===== src/hw/cfr_defs.svh =====
// cfr_defs.svh: offsets, field positions, frame and timing constants of the reader controller.
// assumes a 25 MHz system clock and a card answering over a manchester link.
// How it works
// RL1: one command frame goes out, then one response frame is awaited.
// RL2: bytes go msb first, no start, parity, stop bits or gaps.
// RL3: manchester coding both ways at 212 or 424 kbps.
// RL4: each frame opens with six zero bytes and sync pattern b24d.
// RL5: length byte is data byte count plus one, marks where crc starts.
// RL6: command message goes out, response message comes back in data field.
// RL7: two-byte crc x16+x12+x5+1, preset zero, generated and checked.
// RL8: card compares the request system code with its stored one.
// RL9: wildcard system code ffff is answered by any card.
// RL10: system code aaff matches any card whose stored upper byte is aa.
// RL11: any other system code needs an exact match, else no answer.
// RL12: request answer carries the eight-byte card identifier.
// RL13: descriptor bytes 0,1,7 are ff, bytes 2-4 zero, 5-6 stored.
// RL14: descriptor byte 5 times reads, byte 6 times writes.
// RL15: timing byte holds E in bits 7:6, B in 5:3, A in 2:0.
// RL16: reader waits at most T*((B+1)*n+(A+1))*4^E for the reply.
// RL17: card always answers a request in the first time slot.
// RL18: stored system code defaults aa, ff.
// RL19: stored timing bytes default ff and feed descriptor bytes 5, 6.
// RL20: a frame with bad crc or inconsistent length gets no answer.
`ifndef CFR_DEFS_SVH
`define CFR_DEFS_SVH
`define CFR_A_CTRL 12'h000
`define CFR_A_STAT 12'h004
`define CFR_A_TXLEN 12'h008
`define CFR_A_TIME 12'h00C
`define CFR_A_TXBUF 12'h100
`define CFR_A_RXBUF 12'h200
`define CFR_A_BUFMASK 12'hF80
`define CFR_CTRL_START 0
`define CFR_CTRL_RATE 1
`define CFR_PRE_BYTES 6'h06
`define CFR_SYNC 16'hB24D
`define CFR_CRC_POLY 16'h1021
`define CFR_CRC_INIT 16'h0000
`define CFR_RX_MAXLEN 8'h1E
`define CFR_CLK_KHZ 25000
`define CFR_CARRIER_KHZ 13560
`define CFR_T_CARRIERS 4096
`define CFR_RATE_LO_KBPS 212
`define CFR_RATE_HI_KBPS 424
`define CFR_HALF_LO (`CFR_CLK_KHZ / (2 * `CFR_RATE_LO_KBPS))
`define CFR_HALF_HI (`CFR_CLK_KHZ / (2 * `CFR_RATE_HI_KBPS))
`define CFR_T_CYCLES (`CFR_T_CARRIERS * `CFR_CLK_KHZ / `CFR_CARRIER_KHZ)
`endif


===== src/hw/cfr_pkg.sv =====
// cfr_pkg: types of the reader controller.
// assumes cfr_defs.svh for all numeric constants.
package cfr_pkg;
   typedef enum logic [4:0] {
      CFR_IDLE = 5'b00001,
      CFR_TX = 5'b00010,
      CFR_WAIT = 5'b00100,
      CFR_RX = 5'b01000,
      CFR_END = 5'b10000
   } cfr_state_t;
   typedef struct packed {
      logic [7:0] rx_len;
      logic len_err;
      logic timeout;
      logic crc_ok;
      logic done;
   } cfr_status_t;
endpackage


===== src/hw/cfr_reader.sv =====
// cfr_reader: reader-side framer, sends one command frame and receives the card's answer.
// assumes an axi4-lite master on the register side and a manchester rf front end on rf_tx/rf_rx.
`timescale 1ns/1ps
`include "cfr_defs.svh"
module cfr_reader #(
   parameter int unsigned T_CYCLES = `CFR_T_CYCLES
) (
   input wire logic clk,
   input wire logic rstn,
   input wire logic [11:0] s_axi_awaddr,
   input wire logic s_axi_awvalid,
   output logic s_axi_awready,
   input wire logic [31:0] s_axi_wdata,
   input wire logic [3:0] s_axi_wstrb,
   input wire logic s_axi_wvalid,
   output logic s_axi_wready,
   output logic [1:0] s_axi_bresp,
   output logic s_axi_bvalid,
   input wire logic s_axi_bready,
   input wire logic [11:0] s_axi_araddr,
   input wire logic s_axi_arvalid,
   output logic s_axi_arready,
   output logic [31:0] s_axi_rdata,
   output logic [1:0] s_axi_rresp,
   output logic s_axi_rvalid,
   input wire logic s_axi_rready,
   output logic rf_tx,
   input wire logic rf_rx,
   output cfr_pkg::cfr_status_t status
);
   import cfr_pkg::*;

   function automatic logic [15:0] crc_byte(input logic [15:0] c, input logic [7:0] d);
      logic [15:0] x;
      x = c;
      for (int i = 7; i >= 0; i--) begin
         x = (x[15] ^ d[i]) ? ({x[14:0], 1'b0} ^ `CFR_CRC_POLY) : {x[14:0], 1'b0};
      end
      return x;
   endfunction

   function automatic logic addr_ok(input logic [11:0] a);
      return a == `CFR_A_CTRL || a == `CFR_A_STAT || a == `CFR_A_TXLEN || a == `CFR_A_TIME ||
         (a & `CFR_A_BUFMASK) == `CFR_A_TXBUF || (a & `CFR_A_BUFMASK) == `CFR_A_RXBUF;
   endfunction

   // axi slave
   logic aw_have_r, aw_have_nxt, w_have_r, w_have_nxt;
   logic [11:0] awaddr_r, awaddr_nxt;
   logic [31:0] wdata_r, wdata_nxt;
   logic [3:0] wstrb_r, wstrb_nxt;
   logic awready_r, awready_nxt, wready_r, wready_nxt, bvalid_r, bvalid_nxt;
   logic arready_r, arready_nxt, rvalid_r, rvalid_nxt;
   logic [1:0] bresp_r, bresp_nxt, rresp_r, rresp_nxt;
   logic [31:0] rdata_r, rdata_nxt, rd_word;
   logic wr_go;
   // software registers
   logic start_r, start_nxt, rate_r, rate_nxt;
   logic [4:0] txlen_r, txlen_nxt;
   logic [7:0] tparam_r, tparam_nxt;
   logic [3:0] tblk_r, tblk_nxt;
   logic [7:0] txbuf [32];
   logic [7:0] rxbuf [32];
   // engine
   cfr_state_t st_r, st_nxt;
   logic [5:0] tb_r, tb_nxt, nidx;
   logic [2:0] bit_r, bit_nxt, rbit_r, rbit_nxt;
   logic half_r, half_nxt, tx_r, tx_nxt;
   logic [6:0] hc_r, hc_nxt, lk_r, lk_nxt, half_c, lk_c;
   logic [7:0] cur_r, cur_nxt, nb, rbyte;
   logic [15:0] crc_r, crc_nxt, sh_r, sh_nxt, crc_n;
   logic [31:0] wc_r, wc_nxt, lim_r, lim_nxt;
   logic [5:0] rcnt_r, rcnt_nxt;
   cfr_status_t stat_r, stat_nxt;
   logic rx_we, rbit_v;
   logic rx1_r, rx2_r, rxp_r;

   assign wr_go = aw_have_r && w_have_r && !bvalid_r;

   always_comb begin
      aw_have_nxt = aw_have_r;
      awaddr_nxt = awaddr_r;
      w_have_nxt = w_have_r;
      wdata_nxt = wdata_r;
      wstrb_nxt = wstrb_r;
      bvalid_nxt = bvalid_r;
      bresp_nxt = bresp_r;
      arready_nxt = arready_r;
      rvalid_nxt = rvalid_r;
      rdata_nxt = rdata_r;
      rresp_nxt = rresp_r;
      if (s_axi_awvalid && awready_r) begin
         aw_have_nxt = 1'b1;
         awaddr_nxt = s_axi_awaddr;
      end
      if (s_axi_wvalid && wready_r) begin
         w_have_nxt = 1'b1;
         wdata_nxt = s_axi_wdata;
         wstrb_nxt = s_axi_wstrb;
      end
      if (wr_go) begin
         aw_have_nxt = 1'b0;
         w_have_nxt = 1'b0;
         bvalid_nxt = 1'b1;
         bresp_nxt = addr_ok(awaddr_r) ? 2'h0 : 2'h2;
      end else if (bvalid_r && s_axi_bready) begin
         bvalid_nxt = 1'b0;
      end
      awready_nxt = !aw_have_nxt && !bvalid_nxt;
      wready_nxt = !w_have_nxt && !bvalid_nxt;
      if (s_axi_arvalid && arready_r) begin
         rvalid_nxt = 1'b1;
         rdata_nxt = rd_word;
         rresp_nxt = addr_ok(s_axi_araddr) ? 2'h0 : 2'h2;
      end else if (rvalid_r && s_axi_rready) begin
         rvalid_nxt = 1'b0;
      end
      // ready follows the read slot, so it rises one edge after reset
      arready_nxt = !rvalid_nxt;
   end

   always_comb begin
      rd_word = 32'h0000_0000;
      if (s_axi_araddr == `CFR_A_CTRL) begin
         rd_word[`CFR_CTRL_RATE] = rate_r;
      end else if (s_axi_araddr == `CFR_A_STAT) begin
         rd_word = {19'h0_0000, stat_r, st_r != CFR_IDLE};
      end else if (s_axi_araddr == `CFR_A_TXLEN) begin
         rd_word = {27'h000_0000, txlen_r};
      end else if (s_axi_araddr == `CFR_A_TIME) begin
         rd_word = {20'h0_0000, tblk_r, tparam_r};
      end else if ((s_axi_araddr & `CFR_A_BUFMASK) == `CFR_A_TXBUF) begin
         rd_word = {24'h00_0000, txbuf[s_axi_araddr[6:2]]};
      end else if ((s_axi_araddr & `CFR_A_BUFMASK) == `CFR_A_RXBUF) begin
         rd_word = {24'h00_0000, rxbuf[s_axi_araddr[6:2]]};
      end
   end

   always_ff @(posedge clk or negedge rstn) begin
      if (!rstn) begin
         aw_have_r <= 1'b0;
         awaddr_r <= 12'h000;
         w_have_r <= 1'b0;
         wdata_r <= 32'h0000_0000;
         wstrb_r <= 4'h0;
         awready_r <= 1'b0;
         wready_r <= 1'b0;
         bvalid_r <= 1'b0;
         bresp_r <= 2'h0;
         arready_r <= 1'b0;
         rvalid_r <= 1'b0;
         rdata_r <= 32'h0000_0000;
         rresp_r <= 2'h0;
      end else begin
         aw_have_r <= aw_have_nxt;
         awaddr_r <= awaddr_nxt;
         w_have_r <= w_have_nxt;
         wdata_r <= wdata_nxt;
         wstrb_r <= wstrb_nxt;
         awready_r <= awready_nxt;
         wready_r <= wready_nxt;
         bvalid_r <= bvalid_nxt;
         bresp_r <= bresp_nxt;
         arready_r <= arready_nxt;
         rvalid_r <= rvalid_nxt;
         rdata_r <= rdata_nxt;
         rresp_r <= rresp_nxt;
      end
   end

   // software registers; only byte lane 0 and 1 carry fields
   always_comb begin
      start_nxt = 1'b0;
      rate_nxt = rate_r;
      txlen_nxt = txlen_r;
      tparam_nxt = tparam_r;
      tblk_nxt = tblk_r;
      if (wr_go && wstrb_r[0] && awaddr_r == `CFR_A_CTRL) begin
         start_nxt = wdata_r[`CFR_CTRL_START];
         rate_nxt = wdata_r[`CFR_CTRL_RATE];
      end
      if (wr_go && wstrb_r[0] && awaddr_r == `CFR_A_TXLEN) begin
         txlen_nxt = wdata_r[4:0];
      end
      if (wr_go && awaddr_r == `CFR_A_TIME) begin
         if (wstrb_r[0]) tparam_nxt = wdata_r[7:0];
         if (wstrb_r[1]) tblk_nxt = wdata_r[11:8];
      end
   end

   always_ff @(posedge clk or negedge rstn) begin
      if (!rstn) begin
         start_r <= 1'b0;
         rate_r <= 1'b0;
         txlen_r <= 5'h00;
         tparam_r <= 8'hFF;
         tblk_r <= 4'h1;
      end else begin
         start_r <= start_nxt;
         rate_r <= rate_nxt;
         txlen_r <= txlen_nxt;
         tparam_r <= tparam_nxt;
         tblk_r <= tblk_nxt;
      end
   end

   // buffers carry no reset; software fills txbuf before starting
   always_ff @(posedge clk) begin
      if (wr_go && wstrb_r[0] && (awaddr_r & `CFR_A_BUFMASK) == `CFR_A_TXBUF) begin
         txbuf[awaddr_r[6:2]] <= wdata_r[7:0];
      end
      if (rx_we) begin
         rxbuf[rcnt_r[4:0]] <= rbyte;
      end
   end

   // rf_rx comes from the analog front end: two flops, third flop for edge detect and as the sampled bit value
   always_ff @(posedge clk or negedge rstn) begin
      if (!rstn) begin
         rx1_r <= 1'b0;
         rx2_r <= 1'b0;
         rxp_r <= 1'b0;
      end else begin
         rx1_r <= rf_rx;
         rx2_r <= rx1_r;
         rxp_r <= rx2_r;
      end
   end

   assign half_c = rate_r ? 7'(`CFR_HALF_HI - 1) : 7'(`CFR_HALF_LO - 1);
   assign lk_c = rate_r ? 7'(3 * `CFR_HALF_HI / 2) : 7'(3 * `CFR_HALF_LO / 2);

   // next frame byte: preamble, sync, length, data, crc [RL4] [RL5] [RL6] [RL7]
   always_comb begin
      nidx = 6'(tb_r + 6'h01);
      if (nidx < `CFR_PRE_BYTES) nb = 8'h00;
      else if (nidx == `CFR_PRE_BYTES) nb = 8'(`CFR_SYNC >> 8);
      else if (nidx == 6'(`CFR_PRE_BYTES + 6'h01)) nb = 8'(`CFR_SYNC);
      else if (nidx == 6'(`CFR_PRE_BYTES + 6'h02)) nb = 8'(txlen_r) + 8'h01;
      else if (nidx <= 6'(txlen_r + 6'h08)) nb = txbuf[5'(nidx - 6'h09)];
      else if (nidx == 6'(txlen_r + 6'h09)) nb = crc_r[15:8];
      else nb = crc_r[7:0];
   end

   assign rbit_v = rxp_r;
   assign rbyte = {sh_r[6:0], rbit_v};
   assign crc_n = crc_byte(crc_r, rbyte);

   always_comb begin
      st_nxt = st_r;
      tb_nxt = tb_r;
      bit_nxt = bit_r;
      half_nxt = half_r;
      hc_nxt = hc_r;
      cur_nxt = cur_r;
      crc_nxt = crc_r;
      tx_nxt = tx_r;
      wc_nxt = wc_r;
      lim_nxt = lim_r;
      lk_nxt = lk_r;
      sh_nxt = sh_r;
      rbit_nxt = rbit_r;
      rcnt_nxt = rcnt_r;
      stat_nxt = stat_r;
      rx_we = 1'b0;
      unique case (st_r)
         CFR_IDLE: begin
            if (start_r) begin
               st_nxt = CFR_TX; // [RL1]
               stat_nxt = '0;
               tb_nxt = 6'h00;
               bit_nxt = 3'h7;
               half_nxt = 1'b0;
               hc_nxt = half_c;
               cur_nxt = 8'h00;
               crc_nxt = `CFR_CRC_INIT; // [RL7]
               tx_nxt = 1'b0;
               // longest wait for the answer [RL16] [RL15] [RL14]
               lim_nxt = 32'((32'(tparam_r[5:3]) + 32'h1) * 32'(tblk_r) + 32'(tparam_r[2:0])
                  + 32'h1) * 32'(T_CYCLES) << (2 * tparam_r[7:6]);
            end
         end
         CFR_TX: begin
            if (hc_r != 7'h00) begin
               hc_nxt = 7'(hc_r - 7'h01);
            end else begin
               hc_nxt = half_c;
               if (!half_r) begin
                  half_nxt = 1'b1;
                  tx_nxt = !cur_r[bit_r]; // mid-bit transition [RL3]
               end else begin
                  half_nxt = 1'b0;
                  if (bit_r != 3'h0) begin
                     bit_nxt = 3'(bit_r - 3'h1); // [RL2]
                     tx_nxt = cur_r[3'(bit_r - 3'h1)];
                  end else if (tb_r == 6'(txlen_r + 6'h0A)) begin
                     st_nxt = CFR_WAIT;
                     tx_nxt = 1'b0;
                     wc_nxt = 32'h0000_0000;
                     sh_nxt = 16'h0000;
                     lk_nxt = 7'h00;
                  end else begin
                     tb_nxt = nidx; // next byte follows with no gap [RL2]
                     cur_nxt = nb;
                     bit_nxt = 3'h7;
                     tx_nxt = nb[7];
                     if (nidx >= 6'h08 && nidx <= 6'(txlen_r + 6'h08)) begin
                        crc_nxt = crc_byte(crc_r, nb);
                     end
                  end
               end
            end
         end
         CFR_WAIT, CFR_RX: begin
            // card answers in the first slot, so one window covers it [RL17]
            if (wc_r >= lim_r) begin
               st_nxt = CFR_END;
               stat_nxt.timeout = 1'b1; // [RL16]
            end else begin
               wc_nxt = 32'(wc_r + 32'h1);
            end
            // a mid-bit edge carries the bit; edges within 3/4 bit are cell boundaries
            if (lk_r != 7'h00) begin
               lk_nxt = 7'(lk_r - 7'h01);
            end else if (rx2_r ^ rxp_r) begin
               lk_nxt = lk_c; // [RL3]
               sh_nxt = {sh_r[14:0], rbit_v};
               if (st_r == CFR_WAIT && {sh_r[14:0], rbit_v} == `CFR_SYNC && wc_r < lim_r) begin
                  st_nxt = CFR_RX; // [RL4]
                  rbit_nxt = 3'h0;
                  rcnt_nxt = 6'h00;
                  crc_nxt = `CFR_CRC_INIT;
               end else if (st_r == CFR_RX && wc_r < lim_r) begin
                  rbit_nxt = 3'(rbit_r + 3'h1);
                  if (rbit_r == 3'h7) begin
                     rx_we = 1'b1;
                     crc_nxt = crc_n;
                     rcnt_nxt = 6'(rcnt_r + 6'h01);
                     if (rcnt_r == 6'h00) begin
                        stat_nxt.rx_len = rbyte;
                        if (rbyte == 8'h00 || rbyte > `CFR_RX_MAXLEN) begin
                           st_nxt = CFR_END;
                           stat_nxt.len_err = 1'b1; // [RL5] [RL20]
                        end
                     end else if ({2'b00, rcnt_r} == 8'(stat_r.rx_len + 8'h01)) begin
                        st_nxt = CFR_END;
                        stat_nxt.crc_ok = (crc_n == 16'h0000); // [RL7] [RL20]
                     end
                  end
               end
            end
         end
         CFR_END: begin
            st_nxt = CFR_IDLE;
            stat_nxt.done = 1'b1;
         end
         default: st_nxt = CFR_IDLE;
      endcase
   end

   always_ff @(posedge clk or negedge rstn) begin
      if (!rstn) begin
         st_r <= CFR_IDLE;
         tb_r <= 6'h00;
         bit_r <= 3'h7;
         half_r <= 1'b0;
         hc_r <= 7'h00;
         cur_r <= 8'h00;
         crc_r <= 16'h0000;
         tx_r <= 1'b0;
         wc_r <= 32'h0000_0000;
         lim_r <= 32'h0000_0000;
         lk_r <= 7'h00;
         sh_r <= 16'h0000;
         rbit_r <= 3'h0;
         rcnt_r <= 6'h00;
         stat_r <= '0;
      end else begin
         st_r <= st_nxt;
         tb_r <= tb_nxt;
         bit_r <= bit_nxt;
         half_r <= half_nxt;
         hc_r <= hc_nxt;
         cur_r <= cur_nxt;
         crc_r <= crc_nxt;
         tx_r <= tx_nxt;
         wc_r <= wc_nxt;
         lim_r <= lim_nxt;
         lk_r <= lk_nxt;
         sh_r <= sh_nxt;
         rbit_r <= rbit_nxt;
         rcnt_r <= rcnt_nxt;
         stat_r <= stat_nxt;
      end
   end

   assign s_axi_awready = awready_r;
   assign s_axi_wready = wready_r;
   assign s_axi_bvalid = bvalid_r;
   assign s_axi_bresp = bresp_r;
   assign s_axi_arready = arready_r;
   assign s_axi_rvalid = rvalid_r;
   assign s_axi_rdata = rdata_r;
   assign s_axi_rresp = rresp_r;
   assign rf_tx = tx_r;
   assign status = stat_r;

   a_idle_quiet: assert property (@(posedge clk) disable iff (!rstn) // [RL1]
      st_r != CFR_TX |-> !tx_r) else $error("link driven outside a frame");
   a_start_frame: assert property (@(posedge clk) disable iff (!rstn) // [RL7]
      st_r == CFR_IDLE && start_r |=> st_r == CFR_TX && tb_r == 6'h00 && crc_r == 16'h0000)
      else $error("frame start not clean");
   a_preamble_zero: assert property (@(posedge clk) disable iff (!rstn) // [RL4]
      st_r == CFR_TX && tb_r < `CFR_PRE_BYTES |-> cur_r == 8'h00) else $error("preamble not zero");
   a_sync_pair: assert property (@(posedge clk) disable iff (!rstn) // [RL4]
      st_r == CFR_TX && tb_r == 6'h07 |-> {$past(cur_r, 1), cur_r} == `CFR_SYNC ||
      $past(tb_r) == 6'h07) else $error("sync pattern wrong");
   a_len_byte: assert property (@(posedge clk) disable iff (!rstn) // [RL5]
      st_r == CFR_TX && tb_r == 6'h08 |-> cur_r == 8'(txlen_r) + 8'h01)
      else $error("length byte wrong");
   a_mid_edge: assert property (@(posedge clk) disable iff (!rstn) // [RL3]
      st_r == CFR_TX && hc_r == 7'h00 && !half_r |=> tx_r != $past(tx_r)) else $error("no mid-bit edge");
   a_msb_first: assert property (@(posedge clk) disable iff (!rstn) // [RL2]
      st_r == CFR_TX && hc_r == 7'h00 && half_r && bit_r != 3'h0
      |=> bit_r == 3'($past(bit_r) - 3'h1))
      else $error("bit order wrong");
   a_wait_bound: assert property (@(posedge clk) disable iff (!rstn) // [RL16]
      st_r == CFR_WAIT || st_r == CFR_RX |-> wc_r <= lim_r) else $error("wait overran limit");
   a_resp_hold: assert property (@(posedge clk) disable iff (!rstn)
      bvalid_r && !s_axi_bready |=> bvalid_r) else $error("write response dropped");
endmodule // cfr_reader


===== config.mk =====
export PLATFORM = sky130hd
export DESIGN_NAME = cfr_reader
export DESIGN_NICKNAME = d
export VERILOG_FILES = /design/src/hw/cfr_pkg.sv /design/src/hw/cfr_reader.sv
export VERILOG_INCLUDE_DIRS = /design/src /design/src/hw
export SDC_FILE = /design/constraint.sdc
export NUM_CORES = 1
export LEC_CHECK = 0
export ABC_AREA = 0
export BUFFER_PORTS_ARGS = -buffer_cell sky130_fd_sc_hd__buf_4
export CORE_MARGIN = 3
export CORE_UTILIZATION = 45
export CTS_CLUSTER_SIZE = 14
export DETAILED_ROUTE_END_ITERATION = 7
export GPL_TIMING_DRIVEN = 1
export HOLD_SLACK_MARGIN = 0.15
export SYNTH_ARGS = -nofsm -noshare
export SYNTH_HDL_FRONTEND = slang
export SYNTH_SLANG_ARGS = --single-unit

===== constraint.sdc =====
create_clock -name clk -period 10 [get_ports clk]
set_input_delay 1 -clock clk [delete_from_list [all_inputs] [get_ports clk]]
set_output_delay 1 -clock clk [all_outputs]
set_load 0.02 [all_outputs]

Yosys cells after proc, flatten, opt, wreduce, memory -nomap -nowiden. Memories as Yosys holds them, arrays and structs flattened. Index checks and enable logic that the tools add are counted.

Memories: 2. RAM bits: 512. Bits in latches: 0. Flip-flop bits (word level): 245. Word-level logic and storage cells: 375. Memory bits (read-only): 0. Output and inout port bits: 54. Bits of input ports: 68.

Shift-type cells: 1. Bitwise logic cells: 33. Multipliers: 2. Div/mod/pow operators: 0. Magnitude comparators: 8. $add $sub $neg: 16. Mux-type cells: 157. Equal/unequal tests: 46. Reduce and logical (&&, ||, !) cells: 70.

Memory list: rxbuf (words 32, width 8, rd ports 1, clocked after Yosys merged registers in 0, wr ports 1, line cfr_reader.sv:63) `logic [7:0] rxbuf [32];`; txbuf (words 32, width 8, rd ports 2, clocked after Yosys merged registers in 0, wr ports 1, line cfr_reader.sv:62) `logic [7:0] txbuf [32];`.

Operator list (number): 32-bit two-way mux (9); 13-bit two-way mux (16); 16-bit two-way mux (11); 8-bit two-way mux (12); 15-bit two-way mux (6); 5-bit two-way mux (14); 32-bit one-hot mux with 2 select lines (1); 7-bit two-way mux (9); 6-bit two-way mux (9); 9-bit two-way mux (6); 12-bit by 4-bit == test with 1-bit output, second input constant (4); 16-bit one-hot mux with 3 select lines (1); 3-bit NOT (15); 1-bit two-way mux (39); 2-bit != test, second input constant (18); 32-bit by 1-bit adder with 32-bit output, second input constant (1); 32-bit greater-or-equal comparator (1); 32-bit < comparator (1); 23-bit by 3-bit left shift with 32-bit output (1); 30-bit two-way mux (1); 15-bit one-hot mux with 2 select lines (1); 7-bit one-hot mux with 2 select lines (2); 12-bit by 3-bit == test with 1-bit output, second input constant (2); 12-bit zero test (2); 62 further kinds (151).

Logic depth before layout (Yosys ltp).
Depth in word-level cells: 30. Gate-level depth with buffers: 38. Depth with buffers taken out: 38.

Worst setup path after synthesis. Ideal clock, no wire load.

Kind: reg2reg. Start point: reg tparam_r[3]. End point: reg lim_r[22]. Required time: 9.913 ns. Path buffers: 0. Data arrival time: 8.365 ns. Setup time: 0.087 ns. Period minus slack after synthesis: 8.451 ns. Slack: 1.549 ns. Stages on the path, launching flop included: 34. Cell sequence: dfstp_2 -> ha_1 -> xor2_1 -> nand2_1 -> fa_1 -> fa_1 -> inv_1 -> ha_1 -> ha_1 -> a21oi_1 -> o21bai_1 -> a21oi_1 -> xnor2_1 -> fa_1 -> inv_1 -> ha_1 -> inv_1 -> fa_1 -> inv_1 -> fa_1 -> inv_1 -> fa_1 -> inv_1 -> ha_1 -> o21ai_0 -> nand2b_1 -> a21oi_1 -> a2111oi_0 -> nor3_1 -> o31a_1 -> nor2_1 -> nor4_1 -> or4_1 -> o211ai_1.

Word-level cells in the longest chain between the ends: 6.

Ends and longest elaborated chain: start, declared (line cfr_reader.sv:60) `logic [7:0] tparam_r, tparam_nxt;`; start signal, assigned (line cfr_reader.sv:202) `tparam_r <= tparam_nxt;`; 3-bit by 1-bit adder with 4-bit output (line cfr_reader.sv:279) `lim_nxt = 32'((32'(tparam_r[5:3]) + 32'h1) * 32'(tblk_r) + 32'(tparam_r[2:0])`; 4-bit by 4-bit multiplier with 8-bit output (line cfr_reader.sv:279); 8-bit by 3-bit adder with 9-bit output (line cfr_reader.sv:279); 9-bit by 1-bit adder with 10-bit output (line cfr_reader.sv:280) `+ 32'h1) * 32'(T_CYCLES) << (2 * tparam_r[7:6]);`; 10-bit by 13-bit multiplier with 23-bit output (line cfr_reader.sv:280); 23-bit by 3-bit left shift with 32-bit output (line cfr_reader.sv:279); end signal, assigned (line cfr_reader.sv:388) `lim_r <= lim_nxt;`; end, declared (line cfr_reader.sv:72) `logic [31:0] wc_r, wc_nxt, lim_r, lim_nxt;`.

No other way between the ends. A chain may end at the register's enable or synchronous reset.

Final worst setup path. Ends and elaborated chain as after synthesis.

==> impl_metrics.toml <==
[yosys]
synthFlopType = "edfxtp_1"
synthCells = 2833
synth_fa_ha_area_share_pct = 7.16
synth_compound_area_share_pct = 7.32
yosys_warnings = 0
synth_top_family_by_area = "multiplexers"
yosys.area_share.simple_pct = 8.31
synth.avg_cell_area_um2 = 13.6
synth_area_mm2 = 0.0387
synth_cell_types = 88
postSynth.asyncResetShare_pct = 30.2
synth_xor_area_share_pct = 3.04
synthMuxAreaShare_pct = 16.5
synth-edff-count = 512
yosys_register_bits = 733
ys_seq_area_share_pct = 54.1

[critical_path]
cp-end-kind = "flip-flop"
cpMaxStageDelayCell = "fa_1"
slowest_delay_ns = 0.68
r2r-end = "lim_r[22]"
crit_start = "tparam_r[3]"
critPathTopFamily = "adder cells"
critPathLaunchType = "flip-flop"
r2r-start = "tparam_r[3]"
reg2regPathDepth = 33
required_ns = 10.52
path_class = "reg -> reg"
rrSetupSlack_ns = 0.78
path_buf_inv = 6
crit_cells = 33
worstPathArrival_ns = 9.74
worstPathMaxFanout = 8
setup.worst_path.end = "lim_r[22]"

[power_and_ir_drop]
power_mw = 7.19
powerDensity_mw_per_mm2 = 167
internal_power_mw = 5.42
clkPwrFrac_pct = 41.4
ir_drop_v = 0.000116
seqPwrFrac_pct = 50.9
comb_power_share_pct = 7.6
power_leakage_nw = 15.8
netSwitchingPower_mw = 1.77
p_sw_share_pct = 24.6

[floorplanning]
io_pins = 122
fp.dieW_um = 299
die_height_um = 299
dieArea_mm2 = 0.0894
start_util_pct = 45.8
core_area_mm2 = 0.0844
rows = 106

[placement]
port_buffers = 78
place_ws_ns = 0.565
dp_hpwl_um = 66400
dp.cells = 3949
placed_cell_area_mm2 = 0.0403
globalplace.congestion = 0.917

[route]
dr.pass1.iters = 5
route.met2.wl_um = 47600
met1_length_um = 40900
dr_wl_met3_um = 6070
top_layer = "met4"
postRouteAntennaNets = 0
vias_per_cell = 5.98
route.detailed.drc = 0
drt_wl_total_um = 98000
drt-wirelength-per-cell_um = 23.9
drtIter0Drc = 2114
via_count = 24500

[sta]
worst_pin_slew_ns = 1.27
fin_crit_sh_pct = 92.2
finalClockSkew_ns = 0.0642
whs_ns = 0.365
min_period_ns = 9.22
hold_viol_final = 0
drv_slew = 0
fmaxAchievable_mhz = 108
fin_setup_tns_ns = 0
relSlewSlack_pct = 15.0
finalSetupViolCount = 0
final.setup.worst_slack_ns = 0.781
rsz0062_at_grt = "no"

[final_layout]
fin_cells = 4094
nNetsFinal = 3158
mostFrequentLayoutCells = "512 x edfxtp_1, 234 x mux4_2, 215 x nor2_1"
n_antenna_cell = 0
stdcell_area_mm2 = 0.0431
drive_gt1_share_pct = 19.2
final_core_util_pct = 51.1
layout_commonest_cell = "edfxtp_1"
area_delta_synth_final_pct = 11.4

[global_route]
grtUsageTotal_pct = 22.0
grt_pass1_wl_um = 151000
grt_max_degree = 101
overflow = 0
antenna_found_initial = 0
grt_pass1_vias = 24900

[clock_tree]
cts_root_buf = "clkbuf_16"
clk_latency_ns = 0.67
cts_buffer_depth = 3
cts.sinks = 733
postCtsResizedCells = 0
cts_tree = "yes"
numCtsBuffers = 80
ctsHtreeMaxLevel = 3
clk_pin_slew_ns = 0.06
cts_hold_buf = 0
post_cts_buffers = 0

[hold_path]
hold_class = "in -> async"

[job]
max_cap_violations = 0

[status]
status = "finished, final reports clean"
Yosys cell counts (9+ instances only):
| library cell | number | area [µm²] |
|---|---|---|
| o211ai_1 | 16 | 120 |
| mux2i_1 | 60 | 601 |
| and2_1 | 18 | 113 |
| a211oi_1 | 17 | 128 |
| o21ai_0 | 142 | 711 |
| nand4_1 | 25 | 156 |
| mux4_2 | 234 | 5270 |
| buf_1 | 25 | 93.8 |
| xnor2_1 | 76 | 666 |
| edfxtp_1 | 512 | 15400 |
| inv_1 | 169 | 634 |
| nand3_1 | 51 | 255 |
| a31oi_1 | 21 | 131 |
| nor2_1 | 216 | 811 |
| nand2_1 | 184 | 691 |
| nor2b_1 | 22 | 138 |
| nor4_1 | 20 | 125 |
| clkbuf_1 | 89 | 334 |
| ha_1 | 146 | 1830 |
| xor2_1 | 48 | 420 |
| nor3_1 | 40 | 200 |
| a21o_1 | 23 | 173 |
| or2_2 | 11 | 68.8 |
| o21a_1 | 9 | 67.6 |
| and3_1 | 22 | 138 |
| a21oi_1 | 80 | 400 |
| o31ai_1 | 18 | 135 |
| buf_4 | 25 | 188 |
| nand2b_1 | 17 | 106 |
| mux2_2 | 46 | 518 |
| nand3b_1 | 9 | 67.6 |
| fa_1 | 47 | 941 |
| buf_2 | 12 | 60.1 |
| dfstp_2 | 13 | 342 |
| dfrtp_1 | 208 | 5200 |
| or3_1 | 14 | 87.6 |
| o22ai_1 | 12 | 75.1 |
worst register-to-register path: cells and delay by family (launching register included):
family,cells,cell delay [ns]
buf+inv,6,0.41
xor+xnor,2,0.48
fa+ha+maj,11,4.69
simple gates,6,1.16
compound gates,8,1.82
flops,1,0.60
sequential cells by signal, indices dropped and copies added, names as in the netlist, 7 cells and up:
signal	cells
txbuf	256
s_axi_rdata	13
lim_r	29
tparam_r	8
lk_r	7
crc_r	16
hc_r	7
cur_r	8
awaddr_r	12
rxbuf	256
sh_r	15
wc_r	32
wdata_r	12
status	12
logic make-up (layout without fill, tap and decap cells):
| kind of cell | after synthesis | after routing |
|---|---|---|
| other cells | 1 | 21 |
| mux | 340 | 340 |
| flops | 733 | 733 |
| fa+ha+maj | 193 | 193 |
| buf+inv | 324 | 431 |
| simple gates | 678 | 678 |
| compound gates | 435 | 435 |
| xor+xnor | 129 | 129 |
layout make-up:
cell class                      count  area (µm²)
Clock buffer                      100        2140
Clock inverter                     45         577
Fill cell                        7121       41300
Inverter                          169         634
Multi-Input combinational cell   1796       16500
Sequential cell                   733       20900
Tap cell                         1134        1420
Timing Repair Buffer              117         910
power by group through the flow:
stage	sequential, mW	combinational (mW)	clock [mW]
6_report	3.66	0.547	2.98
5_1_grt	3.68	0.594	3.18
4_1_cts	3.66	0.550	3.04
3_5_place_dp	3.72	0.548	0
3_3_place_gp	3.71	0.532	0
2_1_floorplan	3.68	0.316	0
worst min-delay path by stage:
stage	startpoint	end
2_1_floorplan	rx1_r	rx2_r
3_3_place_gp	rx1_r	rx2_r
3_5_place_dp	rx1_r	rx2_r
4_1_cts	rx1_r	rx2_r
5_1_grt	rx1_r	rx2_r
6_report	rstn	wc_r[27]
routing by layer:
metal	GRT usage, %	vias up
met5	0	-
met3	3.19	175
met2	36.2	898
li1	-	10800
met4	7.99	0
met1	30.1	12600
Power figures use the tool's default switching activity.
